## src/core/vfc_consts.svh

```systemverilog
// vfc_consts.svh: timing counts and framing constants for the flow-controlled uart
// assumes a 200 MHz system clock
`ifndef VFC_CONSTS_SVH
`define VFC_CONSTS_SVH
`define VFC_CLK_HZ        200000000
`define VFC_BAUD_DEFAULT  115200
`define VFC_BAUD_MIN      9600
`define VFC_BAUD_MAX      921600
`define VFC_DIV_DEFAULT   (`VFC_CLK_HZ / `VFC_BAUD_DEFAULT)
`define VFC_DIV_MIN       (`VFC_CLK_HZ / `VFC_BAUD_MAX)
`define VFC_DIV_MAX       (`VFC_CLK_HZ / `VFC_BAUD_MIN)
`define VFC_DIV_W         16
`define VFC_DATA_BITS     8
`define VFC_STOP_BITS     1
`define VFC_FRAME_BITS    10
`define VFC_BUF_DEPTH     2
`endif

```

## src/core/vfc_pkg.sv

```systemverilog
// vfc_pkg.sv: types for the flow-controlled uart
// assumes vfc_consts.svh is on the include path
package vfc_pkg;
    // handshake selection
    typedef enum logic [1:0] {
        VFC_HS_NONE   = 2'b00,
        VFC_HS_OUTB   = 2'b01,
        VFC_HS_INB    = 2'b10,
        VFC_HS_BOTH   = 2'b11
    } vfc_mode_e;
    typedef enum logic [1:0] {
        VFC_TX_IDLE   = 2'b00,
        VFC_TX_SHIFT  = 2'b01
    } vfc_tx_e;
    typedef enum logic [1:0] {
        VFC_RX_IDLE   = 2'b00,
        VFC_RX_SHIFT  = 2'b01
    } vfc_rx_e;
endpackage : vfc_pkg

```

## src/core/vfc_uart.sv

```systemverilog
// vfc_uart.sv: controller-side uart with rts/cts gating toward a target
// assumes single 200 MHz clock; target pins synchronous but passed through a synchroniser
// Function
// - drop send-permit toward target when receive buffer is full
// - with inbound gating, stop sending while receive-ready is low
// - a character already shifting out always completes
// - no-handshake mode: send-permit undriven, receive-ready ignored
// - outbound mode: drive send-permit, ignore receive-ready
// - inbound mode: send-permit undriven, send only while receive-ready high
// - combined mode: drive send-permit and gate on receive-ready
// - default 115200 baud, 8 data, 1 stop, handshake off
// - rate 9600 to 921600, each handshake line selectable
`timescale 1ns/1ps
`include "vfc_consts.svh"
module vfc_uart
    import vfc_pkg::*;
(
    input  wire logic                  sys_clk,
    input  wire logic                  rst_n,
    input  wire logic [1:0]            hs_mode,
    input  wire logic [`VFC_DIV_W-1:0] baud_div,
    input  wire logic                  tgt_rx_in,
    output logic                       tgt_tx_out,
    input  wire logic                  rx_ready_in,
    output logic                       send_permit_out,
    output logic                       send_permit_oe,
    input  wire logic [7:0]            host_tx_data,
    input  wire logic                  host_tx_valid,
    output logic                       host_tx_ready,
    output logic [7:0]                 host_rx_data,
    output logic                       host_rx_valid,
    input  wire logic                  host_rx_ready,
    output logic                       tx_busy,
    output logic                       rx_frame_err
);
    // divider outside supported range replaced by the default
    logic [`VFC_DIV_W-1:0] div_eff;
    always_comb begin
        if (baud_div < `VFC_DIV_W'(`VFC_DIV_MIN) || baud_div > `VFC_DIV_W'(`VFC_DIV_MAX))
            div_eff = `VFC_DIV_W'(`VFC_DIV_DEFAULT);
        else
            div_eff = baud_div;
    end
    logic out_gate;
    logic in_gate;
    assign out_gate = hs_mode[0];
    assign in_gate  = hs_mode[1];
    // receive-ready synchroniser, first stage read only by second
    logic sy1_q, sy1_d, sy2_q, sy2_d;
    always_comb begin
        sy1_d = rx_ready_in;
        sy2_d = sy1_q;
    end
    always_ff @(posedge sys_clk or negedge rst_n) begin
        if (!rst_n) begin
            sy1_q <= 1'b0;
            sy2_q <= 1'b0;
        end else begin
            sy1_q <= sy1_d;
            sy2_q <= sy2_d;
        end
    end
    // transmit side: host data -> target, gated between characters
    vfc_tx_e               txs_q, txs_d;
    logic [`VFC_DIV_W-1:0] txc_q, txc_d;
    logic [3:0]            txb_q, txb_d;
    logic [9:0]            txsh_q, txsh_d;
    logic                  may_send;
    assign may_send      = !in_gate || sy2_q;
    assign host_tx_ready = (txs_q == VFC_TX_IDLE) && may_send;
    always_comb begin
        txs_d  = txs_q;
        txc_d  = txc_q;
        txb_d  = txb_q;
        txsh_d = txsh_q;
        unique case (txs_q)
            VFC_TX_IDLE: begin
                if (host_tx_valid && may_send) begin // gate only between characters
                    txs_d  = VFC_TX_SHIFT;
                    txsh_d = {1'b1, host_tx_data, 1'b0}; // 8N1
                    txc_d  = div_eff - 1'b1;
                    txb_d  = 4'(`VFC_FRAME_BITS - 1);
                end
            end
            VFC_TX_SHIFT: begin
                // receive-ready not looked at here, frame runs to its stop bit
                if (txc_q != '0) begin
                    txc_d = txc_q - 1'b1;
                end else if (txb_q != 4'h0) begin
                    txc_d  = div_eff - 1'b1;
                    txb_d  = txb_q - 1'b1;
                    txsh_d = {1'b1, txsh_q[9:1]};
                end else begin
                    txs_d = VFC_TX_IDLE;
                end
            end
            default: txs_d = VFC_TX_IDLE;
        endcase
    end
    always_ff @(posedge sys_clk or negedge rst_n) begin
        if (!rst_n) begin
            txs_q  <= VFC_TX_IDLE;
            txc_q  <= '0;
            txb_q  <= 4'h0;
            txsh_q <= 10'h3ff;
        end else begin
            txs_q  <= txs_d;
            txc_q  <= txc_d;
            txb_q  <= txb_d;
            txsh_q <= txsh_d;
        end
    end
    assign tgt_tx_out = (txs_q == VFC_TX_SHIFT) ? txsh_q[0] : 1'b1;
    assign tx_busy    = (txs_q == VFC_TX_SHIFT);
    // target serial input, synchronised
    logic rs1_q, rs1_d, rs2_q, rs2_d;
    always_comb begin
        rs1_d = tgt_rx_in;
        rs2_d = rs1_q;
    end
    always_ff @(posedge sys_clk or negedge rst_n) begin
        if (!rst_n) begin
            rs1_q <= 1'b1;
            rs2_q <= 1'b1;
        end else begin
            rs1_q <= rs1_d;
            rs2_q <= rs2_d;
        end
    end
    // receive side: target -> buffer, sampled mid-bit
    vfc_rx_e               rxs_q, rxs_d;
    logic [`VFC_DIV_W-1:0] rxc_q, rxc_d;
    logic [3:0]            rxb_q, rxb_d;
    logic [7:0]            rxsh_q, rxsh_d;
    logic                  ferr_q, ferr_d;
    logic                  push;
    logic                  buf_ready;
    always_comb begin
        rxs_d  = rxs_q;
        rxc_d  = rxc_q;
        rxb_d  = rxb_q;
        rxsh_d = rxsh_q;
        ferr_d = ferr_q;
        push   = 1'b0;
        unique case (rxs_q)
            VFC_RX_IDLE: begin
                if (!rs2_q) begin
                    rxs_d = VFC_RX_SHIFT;
                    rxc_d = {1'b0, div_eff[`VFC_DIV_W-1:1]};
                    rxb_d = 4'h0;
                end
            end
            VFC_RX_SHIFT: begin
                if (rxc_q != '0) begin
                    rxc_d = rxc_q - 1'b1;
                end else begin
                    rxc_d = div_eff - 1'b1;
                    rxb_d = rxb_q + 1'b1;
                    if (rxb_q == 4'h0) begin
                        if (rs2_q)
                            rxs_d = VFC_RX_IDLE; // false start
                    end else if (rxb_q <= 4'(`VFC_DATA_BITS)) begin
                        rxsh_d = {rs2_q, rxsh_q[7:1]};
                    end else begin
                        rxs_d  = VFC_RX_IDLE;
                        ferr_d = !rs2_q;
                        // a word with no room is dropped; reached with send-permit undriven (no-handshake or inbound mode) or a misbehaving target
                        push   = rs2_q && buf_ready;
                    end
                end
            end
            default: rxs_d = VFC_RX_IDLE;
        endcase
    end
    always_ff @(posedge sys_clk or negedge rst_n) begin
        if (!rst_n) begin
            rxs_q  <= VFC_RX_IDLE;
            rxc_q  <= '0;
            rxb_q  <= 4'h0;
            rxsh_q <= 8'h00;
            ferr_q <= 1'b0;
        end else begin
            rxs_q  <= rxs_d;
            rxc_q  <= rxc_d;
            rxb_q  <= rxb_d;
            rxsh_q <= rxsh_d;
            ferr_q <= ferr_d;
        end
    end
    assign rx_frame_err = ferr_q;
    // two-entry buffer toward the host
    logic [7:0] mem_q [`VFC_BUF_DEPTH];
    logic [7:0] mem_d [`VFC_BUF_DEPTH];
    logic       wp_q, wp_d, rp_q, rp_d;
    logic [1:0] cnt_q, cnt_d;
    logic       pop;
    assign buf_ready     = (cnt_q != 2'(`VFC_BUF_DEPTH));
    assign pop           = host_rx_valid && host_rx_ready;
    assign host_rx_valid = (cnt_q != 2'd0);
    assign host_rx_data  = mem_q[rp_q];
    always_comb begin
        mem_d = mem_q;
        wp_d  = wp_q;
        rp_d  = rp_q;
        cnt_d = cnt_q;
        if (push) begin
            mem_d[wp_q] = rxsh_q;
            wp_d        = ~wp_q;
        end
        if (pop)
            rp_d = ~rp_q;
        cnt_d = cnt_q + 2'(push) - 2'(pop);
    end
    always_ff @(posedge sys_clk or negedge rst_n) begin
        if (!rst_n) begin
            mem_q[0] <= 8'h00;
            mem_q[1] <= 8'h00;
            wp_q     <= 1'b0;
            rp_q     <= 1'b0;
            cnt_q    <= 2'd0;
        end else begin
            mem_q <= mem_d;
            wp_q  <= wp_d;
            rp_q  <= rp_d;
            cnt_q <= cnt_d;
        end
    end
    // send-permit: lowered while the buffer cannot take another whole word
    logic sp_q, sp_d;
    always_comb begin
        sp_d = (cnt_q == 2'd0) || (cnt_q == 2'd1 && !(rxs_q == VFC_RX_SHIFT));
    end
    always_ff @(posedge sys_clk or negedge rst_n) begin
        if (!rst_n)
            sp_q <= 1'b1;
        else
            sp_q <= sp_d;
    end
    assign send_permit_out = sp_q;
    assign send_permit_oe  = out_gate;
endmodule : vfc_uart

```

## config.mk

```make
export PLATFORM = sky130hd
export DESIGN_NAME = vfc_uart
export DESIGN_NICKNAME = d
export VERILOG_FILES = /design/src/core/vfc_pkg.sv /design/src/core/vfc_uart.sv
export VERILOG_INCLUDE_DIRS = /design/src /design/src/core
export SDC_FILE = /design/constraint.sdc
export NUM_CORES = 1
export LEC_CHECK = 0
export BUFFER_PORTS_ARGS = -buffer_cell sky130_fd_sc_hd__buf_2
export CORE_MARGIN = 5
export CORE_UTILIZATION = 50
export DETAILED_ROUTE_END_ITERATION = 7
export MAX_ROUTING_LAYER = met4
export PLACE_DENSITY_LB_ADDON = 0.2
export RECOVER_POWER = 100
export SYNTH_ARGS = -nofsm -noshare
export SYNTH_HDL_FRONTEND = slang
export SYNTH_SLANG_ARGS = --single-unit
```

## constraint.sdc

```tcl
create_clock -name sys_clk -period 3.9 [get_ports sys_clk]
set_input_delay 0.195 -clock sys_clk [delete_from_list [all_inputs] [get_ports sys_clk]]
set_output_delay 0.195 -clock sys_clk [all_outputs]
set_load 0.1 [all_outputs]
```

# Word-level counts from Yosys, hierarchy flattened
# Index checks and enable logic that the tools add are counted.
totals:
  ff_bits: 88
  latchBits: 0
  mem_bits_rw: 0
  rom_bits: 0
  in_bits: 32
  output_inout_bits: 15
  wordCells: 122
  mem_count: 0
classes:
  add_sub_neg: 7
  n_mul: 0
  n_div: 0
  magnitude_cmp: 6
  n_eq_ne: 13
  shifts: 0
  muxes: 40
  bitwise: 7
  n_reduce_logical: 30
op_table:
  columns: ["cell", "n"]
  rows:
  - ["two-way mux 16 bit", 6]
  - ["case mux 16 bit (2 select lines)", 2]
  - ["subtractor 16 x 1 -> 16 bit (second input constant)", 3]
  - ["two-way mux 8 bit", 4]
  - ["nonzero test 16 bit", 2]
  - ["two-way mux 10 bit", 3]
  - ["two-way mux 4 bit", 5]
  - ["case mux 10 bit (2 select lines)", 1]
  - ["bitwise mux 16 bit", 1]
  - ["greater-than comparator 16 x 15 -> 1 bit (second input constant)", 1]
  - ["< comparator 16 x 8 -> 1 bit (second input constant)", 1]
  - ["two-way mux 2 bit", 8]
  - ["case mux 4 bit (2 select lines)", 2]
  - ["AND reduction 4 bit", 4]
  - ["!= test 2 bit (second input constant)", 5]
  - ["AND reduction 3 bit", 3]
  - ["demux 8 bit (select 1 bit)", 1]
  - ["case mux 2 bit (2 select lines)", 2]
  - ["equality test 2 x 1 -> 1 bit (second input constant)", 3]
  - ["logical AND 1 bit", 6]
  - ["logical NOT 2 bit", 3]
  - ["!= test 3 bit (second input constant)", 2]
  - ["nonzero test 2 bit", 3]
  - ["two-way mux 1 bit", 5]
  - ["16 further kinds", 27]

# Longest topological paths before layout
# Gate-level depths: netlist of run 1.
depth:
  depth_word: 8
  ltp_mapped: 10
  mapped_depth_nobuf: 10

# Least setup slack after synthesis of run 1
# No wires, ideal clock.
synth_timing:
  path_kind: "register -> output"
  startpoint: "register txs_q[0]"
  endpoint: "output port tgt_tx_out"
  arrival_time_ps: 2298
  required_ps: 3705
  setup_slack_ps: 1407
  stages_incl_launch_ff: 4
  n_path_buf: 2
  path_cell_list: "dfrtp_1 > clkbuf_1 > buf_1 > nand2b_1"
synth_between:
  elab_chain_cells: 2
synth_rtl:
  columns: ["element", "line", "rtl"]
  rows:
  - ["start, declared", "vfc_uart.sv:64", "vfc_tx_e txs_q, txs_d;"]
  - ["start signal, assigned", "vfc_uart.sv:107", "txs_q <= txs_d;"]
  - ["equality test 2 x 1 -> 1 bit", "vfc_uart.sv:113", "assign tgt_tx_out = (txs_q == VFC_TX_SHIFT) ? txsh_q[0] : 1'b1;"]
  - ["two-way mux 1 bit", "vfc_uart.sv:113", null]
  - ["end, declared", "vfc_uart.sv:23", "output logic tgt_tx_out,"]
# No other way between the ends.

# Worst setup path in the final report of run 1
layout_timing:
  startpoint: "register rxc_q[0]"
  endpoint: "register mem_q[13] (netlist bit)"
layout_between:
  elab_chain_cells: 3
layout_rtl:
  columns: ["element", "line", "rtl"]
  rows:
  - ["start, declared", "vfc_uart.sv:132", "logic [`VFC_DIV_W-1:0] rxc_q, rxc_d;"]
  - ["start signal, assigned", "vfc_uart.sv:184", "rxc_q <= rxc_d;"]
  - ["nonzero test 16 bit", "vfc_uart.sv:154", "if (rxc_q != '0) begin"]
  - ["two-way mux 1 bit", "vfc_uart.sv:154", null]
  - ["two-way mux 1 bit", "vfc_uart.sv:145", "unique case (rxs_q)"]
  - ["named net push", "vfc_uart.sv:136", "logic push;"]
  - ["end signal, assigned", "vfc_uart.sv:222", "mem_q <= mem_d;"]
  - ["end, declared", "vfc_uart.sv:192", "logic [7:0] mem_q [`VFC_BUF_DEPTH];"]
# The timed path passes the listed nets, and every way through them passes these cells.
# A chain may end at the register's enable or synchronous reset.

==> flow_metrics.py, run 1 <==
metrics = {
    "outcome": {
        "status": "finished with violations",
        "violations": "max-capacitance violations, max-slew violations",
    },
    "global_route": {
        "antenna_found_initial": 0,
        "grt_max_degree": 86,
        "track_usage_pct": 21.3,
        "grt_pass1_vias": 3963,
        "grt_pass1_wl_um": 19400,
        "grt_overflow_total": 0,
    },
    "power": {
        "power_density_mw_per_mm2": 451,
        "combPwrFrac_pct": 25.4,
        "p_sw_w": 0.000815,
        "swShare_pct": 34.4,
        "cellLeakagePower_nw": 2.31,
        "p_int_w": 0.00155,
        "p_seq_share_pct": 48.0,
        "clockPowerShare_pct": 26.6,
        "ir_drop_uv": 282,
    },
    "die": {
        "dieHeight_um": 109,
        "core_mm2": 0.00964,
        "start_util_pct": 50.4,
        "fp.dieArea_mm2": 0.0118,
        "die_width_um": 109,
        "num_io_pins": 47,
        "row_count": 36,
    },
    "clock_network": {
        "insertion_delay_ps": 350,
        "cts-resized-gates": 0,
        "h-tree-depth": 3,
        "cts_buffers": 9,
        "clk_pin_slew_ps": 80,
        "cts_setup_buffers": 0,
        "cts_max_path_buffers": 2,
        "cts.sinks": 85,
        "cts_root_buffer": "clkbuf_8",
        "cts_tree": "built",
    },
    "synth": {
        "synth_cell_types": 71,
        "ys_ff_latch": 85,
        "synth_edf_count": 0,
        "synth_top_area_share_pct": 37.6,
        "synthTopCellsByArea": "dfrtp_1, dfstp_2, mux2_2",
        "syn_nets": 539,
        "yosysTopAreaCell": "dfrtp_1",
        "ys_seq_area_share_pct": 44.1,
        "syn_area_mm2": 0.00486,
        "syn_inst": 498,
        "syn_avg_cell_area_um2": 9.76,
        "async_flop_share_pct": 100,
        "synthFlopType": "dfrtp_1",
        "yosys_warnings": 0,
    },
    "cells_and_area": {
        "nets": 572,
        "fillCellCount": 884,
        "diodes": 0,
        "drive_gt1_share_pct": 16.4,
        "regArea_mm2": 0.00214,
        "multiInputGateArea_mm2": 0.00245,
        "syn2layout_area_growth_pct": 8.19,
    },
    "setup_path": {
        "crit_fanout": 8,
        "slowest_stage": "nor2b_1",
        "crit_path_end_kind": "flop",
        "timing.rr.start": "rxc_q[0]$_DFFE_PN0P_",
        "worstSetupStartpoint": "rxc_q[0]$_DFFE_PN0P_",
        "critical-path-max-stage-delay_ps": 650,
        "required_ps": 4130,
        "path_class": "flop to flop",
        "startpoint_type": "flop",
        "cp_cell_sequence": "inv_1, ha_1, nor2b_1, and2_0, nand2_1, nor4_4, nor2b_1, mux2_1",
        "arrival_ps": 3400,
        "critPathMostFrequentCell": "nor2b_1",
    },
    "route": {
        "ant_nets": 0,
        "dr_total_vias": 4039,
        "drt_iter0_markers": 349,
        "route.detailed.drc": 0,
        "drtPass1Iterations": 4,
        "routedWlPerCell_um": 17.2,
        "routed_via_density": 6.04,
        "drt-total-wl_um": 11500,
    },
    "timing": {
        "period_minus_slack_ps": 3170,
        "finClkSkew_ps": 8.85,
        "worst_pin_slew_ps": 2100,
        "timing.final.crit_share_pct": 81.2,
        "tns_ps": 0,
        "final-max-slew-violation-count": 86,
        "final-hold-violation-count": 0,
        "fmax_mhz": 316,
        "finalSetupViolCount": 0,
        "rsz0062_at_grt": "no",
        "slew_headroom_pct": -39.9,
        "holdWs_ps": 82.3,
    },
    "place": {
        "gp_congestion": 0.964,
        "hpwl_um": 8130,
        "port_buffers": 44,
    },
    "worst_hold_path": {
        "min_from": "host_tx_data[7]",
        "hold_class": "input port to flop",
    },
    "flow_run": {
        "drv_cap": 1,
    },
}
## worst max-delay path, delay by kind of cell, from the launching register on
kind | cells | cell delay [ps]
adders and majority gates | 1 | 240
buffers and inverters | 1 | 120
DFF | 1 | 430
muxes | 1 | 400
and+or+nand+nor | 5 | 1880
## power by group through the flow
stage	Combinational, W	Clock [W]	Sequential, W
floorplan	0.000474	0	0.00114
global placement	0.000594	0	0.00115
detailed placement	0.000607	0	0.00115
CTS	0.000611	0.000650	0.00113
global route	0.000679	0.000688	0.00115
finish	0.000602	0.000630	0.00114
## cells by family after synthesis
family                   synth area share, %
AO/OA/AOI/OAI                           18.5
XOR/XNOR                                3.43
adder cells (fa/ha/maj)                 2.32
buffers and inverters                   4.30
flip-flops                              44.1
multiplexers                            9.09
AND/OR/NAND/NOR                         18.2
## cell usage after synthesis, types with 5 or more instances
library cell / instances
dfrtp_1: 73
nand2_1: 50
nor2_1: 34
o21ai_0: 34
mux2_2: 25
a21oi_1: 24
nor3_1: 20
inv_1: 19
dfstp_2: 12
clkbuf_1: 11
o21ai_1: 10
xor2_1: 10
ha_1: 9
o211ai_1: 9
xnor2_1: 9
mux2_1: 8
nand3_1: 8
mux2i_1: 7
nand4_1: 7
nor4_1: 7
o31ai_1: 7
a31oi_1: 6
nor2b_1: 6
a22oi_1: 5
a311oi_1: 5
and3_1: 5
buf_2: 5
## layout make-up
| cell class | count | area share, % |
|---|---|---|
| well taps | 133 | 3.17 |
| clock buffers | 11 | 2.69 |
| flip-flops and latches | 85 | 40.8 |
| repair buffers | 46 | 4.19 |
| clock inverters | 5 | 1.09 |
| multi-input cells | 369 | 46.7 |
| inverters | 20 | 1.43 |
## layer usage
layer / global-route usage (%) / vias to the layer above / routed length (µm)
li1: - / 1898 / -
met1: 28.0 / 1998 / 5160
met2: 33.6 / 121 / 5580
met3: 4.54 / 22 / 550
met4: 5.95 / 0 / 216
met5: - / - / 0
## final timing paths
check                                        endpoint  slack (ps)  cells past startpoint
min in group asynchronous       rxc_q[13]$_DFFE_PN0P_         430                      1
worst max register to register  mem_q[13]$_DFFE_PN0P_         730                      8
worst min-delay path            txsh_q[8]$_DFFE_PN1P_          80                      2
worst max-delay path            mem_q[13]$_DFFE_PN0P_         730                      8
max in group asynchronous        txc_q[5]$_DFFE_PN0P_        2220                      1
worst min register to register        rs2_q$_DFF_PN1_         360                      0
## cells in the final DEF, fill, tap and decap left out, types with 6 or more instances in the layout
cell	n
mux2_1	8
dfstp_2	12
nor4_1	8
ha_1	9
a21oi_1	25
xor2_1	10
a31oi_1	6
nand2_1	52
dfrtp_1	73
o211ai_1	9
clkbuf_8	10
o31ai_1	8
nand4_1	7
nor3_1	21
mux2i_1	7
xnor2_1	9
inv_1	20
nor2_1	34
nand3_1	9
mux2_2	25
o21ai_0	43
nor2b_1	6
buf_2	27
clkbuf_1	17
## per-stage QoR
| step | std cells | total power, W | utilization (%) | setup slack (ps) | area, µm² |
|---|---|---|---|---|---|
| 6_report | 669 | 0.00237 | 54.5 | 731 | 5260 |
| 5_1_grt | 669 | 0.00252 | 54.5 | 516 | 5260 |
| 4_1_cts | 669 | 0.00239 | 55.3 | 902 | 5330 |
| 3_5_place_dp | 651 | 0.00176 | 53.1 | 930 | 5110 |
| 3_3_place_gp | 651 | 0.00174 | 53.1 | 1070 | 5110 |
| 2_1_floorplan | 498 | 0.00161 | - | 1410 | 4860 |
## sequential cells by signal (all words and copies together) (netlist names)
register / flops
cnt_q: 2
mem_q: 16
rp_q: 1
rs1_q: 1
rs2_q: 1
rx_frame_err: 1
rxb_q: 4
rxc_q: 16
rxs_q: 1
rxsh_q: 8
send_permit_out: 1
sy1_q: 1
sy2_q: 1
txb_q: 4
txc_q: 16
txs_q: 1
txsh_q: 9
wp_q: 1
## timing repair
action / CTS / global route
endpoints found under the hold margin: 2 / 0
hold buffers: 2 / 0
endpoints found under the setup margin: 0 / 0
(Power assumes the default switching activity.)
==> run 2: changes to the inputs <==
==> constraint.sdc (replaced) <==
create_clock -name sys_clk -period 2.71 [get_ports sys_clk]
set_input_delay 0.1355 -clock sys_clk [delete_from_list [all_inputs] [get_ports sys_clk]]
set_output_delay 0.1355 -clock sys_clk [all_outputs]
set_load 0.1 [all_outputs]
==> flow_metrics.py, run 2 (synthesis gave the netlist of run 1 again) <==
metrics = {
    "worst_hold_path": {
        "hold_class": "input port to flop",
        "hold_depth": 2,
        "min_from": "host_tx_data[7]",
        "whs_endpoint": "txsh_q[8]$_DFFE_PN1P_",
    },
    "setup_path": {
        "cp_cell_sequence": "inv_1, ha_1, or4b_1, o41a_2, a21o_1, nor4_2, xnor2_1, nand2_1",
        "timing.rr.start": "txc_q[1]$_DFFE_PN0P_",
        "crit_fanout": 12,
        "r2r-end": "txb_q[3]$_DFFE_PN0P_",
        "slowest_stage": "o41a_2",
        "reg2regPathDepth": 8,
        "startpoint_type": "flop",
        "path_class": "flop to flop",
        "crit_path_end_kind": "flop",
        "arrival_ps": 2730,
        "required_ps": 2920,
        "rrSetupSlack_ps": 190,
        "critical-path-max-stage-delay_ps": 550,
    },
    "clock_network": {
        "cts_tree": "built",
        "cts_root_buffer": "clkbuf_8",
        "insertion_delay_ps": 360,
        "h-tree-depth": 3,
        "clk_pin_slew_ps": 90,
        "cts_buffers": 9,
        "cts_max_path_buffers": 2,
        "cts.sinks": 85,
    },
    "timing": {
        "finClkSkew_ps": 16.2,
        "timing.final.crit_share_pct": 93.0,
        "period_minus_slack_ps": 2520,
        "tns_ps": 0,
        "slew_headroom_pct": -37.7,
        "final-max-slew-violation-count": 37,
        "holdWs_ps": 36.3,
        "rsz0062_at_grt": "no",
        "worst_pin_slew_ps": 2070,
        "final-hold-violation-count": 0,
        "finalSetupViolCount": 0,
        "fmax_mhz": 397,
    },
    "global_route": {
        "grt_max_degree": 37,
        "grt_pass1_wl_um": 20000,
        "antenna_found_initial": 0,
        "grt_pass1_vias": 3896,
        "grt_overflow_total": 0,
        "track_usage_pct": 21.9,
    },
    "cells_and_area": {
        "reg_top3": "mem_q (16), rxc_q (16), txc_q (16)",
        "fillCellCount": 899,
        "instances_no_fill": 692,
        "multiInputGateArea_mm2": 0.00251,
        "syn2layout_area_growth_pct": 12.7,
        "drive_gt1_share_pct": 21.1,
        "regArea_mm2": 0.00214,
        "diodes": 0,
        "final_common_cell": "dfrtp_1",
        "utilization_pct": 56.8,
        "final_cell_mix": "dfrtp_1, nand2_1, o21ai_0",
        "final_area_mm2": 0.00548,
        "nets": 595,
    },
    "die": {
        "row_count": 36,
        "die_width_um": 109,
        "core_mm2": 0.00964,
        "fp.dieArea_mm2": 0.0118,
        "dieHeight_um": 109,
        "start_util_pct": 50.4,
        "num_io_pins": 47,
    },
    "power": {
        "cellLeakagePower_nw": 2.46,
        "power_density_mw_per_mm2": 640,
        "ir_drop_uv": 329,
    },
    "route": {
        "routed_via_density": 5.89,
        "drtPass1Iterations": 5,
        "drt-total-wl_um": 12000,
        "ant_nets": 0,
        "route.detailed.drc": 0,
        "routedWlPerCell_um": 17.4,
        "dr_total_vias": 4078,
        "drt_iter0_markers": 303,
    },
    "flow_run": {
        "drv_cap": 1,
    },
    "place": {
        "place_area_mm2": 0.00528,
        "hpwl_um": 8750,
        "place_inst": 673,
        "gp_congestion": 0.937,
        "port_buffers": 44,
    },
    "outcome": {
        "status": "finished with violations",
        "violations": "max-capacitance violations, max-slew violations",
    },
}
## run 2: how the worst max path moves through the flow
stage	to	start	slack [ps]	depth (start not counted)
floorplan	txc_q[6]$_DFFE_PN0P_	txs_q[0]$_DFFE_PN0P_	260	9
global placement	txc_q[12]$_DFFE_PN0P_	txc_q[10]$_DFFE_PN0P_	210	7
detailed placement	txc_q[6]$_DFFE_PN0P_	txc_q[0]$_DFFE_PN0P_	160	9
CTS	txc_q[12]$_DFFE_PN0P_	txc_q[0]$_DFFE_PN0P_	130	9
global route	mem_q[7]$_DFFE_PN0P_	rxc_q[0]$_DFFE_PN0P_	30	9
finish	txb_q[3]$_DFFE_PN0P_	txc_q[1]$_DFFE_PN0P_	190	8
## run 2: per-stage QoR
| stage | total power, W | setup WS [ps] |
|---|---|---|
| global placement | 0.00257 | 213 |
| global route | 0.00371 | 28.3 |
| detailed placement | 0.00259 | 160 |
| floorplan | 0.00232 | 255 |
| CTS | 0.00354 | 134 |
| finish | 0.00351 | 188 |
## run 2: where the power goes
part | internal [W] | switching [W] | leakage [nW]
sequential | 0.00144 | 0.000203 | 1.05
clock | 0.000441 | 0.000498 | 0.106
combinational | 0.000377 | 0.000550 | 1.30
total | 0.00226 | 0.00125 | 2.46
## run 2: area by class of cell
cell class	instances	area share, %
clock buffers	9	2.26
clock inverters	7	1.48
inverters	20	1.37
multi-input cells	369	45.8
flip-flops and latches	85	39.1
well taps	133	3.04
repair buffers	69	6.97
## run 2: what timing repair did
action                     CTS  global route
gates resized for setup      0             3
hold endpoints to repair    34             0
setup endpoints to repair    0            12
buffers inserted             0             0
hold buffers                 3             0
## run 2: worst max-delay path: cells and delay by family, from the launching register on
family	cells	cell delay (ps)
adder cells (fa/ha/maj)	1	150
flip-flops	1	420
buffers and inverters	1	110
AO/OA/AOI/OAI	2	790
XOR/XNOR	1	150
AND/OR/NAND/NOR	3	760
## run 2: layer usage
layer | track usage [%] | wire, µm | up-vias
met5 | - | 0 | -
met1 | 31.1 | 5560 | 2000
met4 | 5.77 | 114 | 0
met2 | 33.5 | 5710 | 120
met3 | 2.75 | 631 | 12
li1 | - | - | 1946
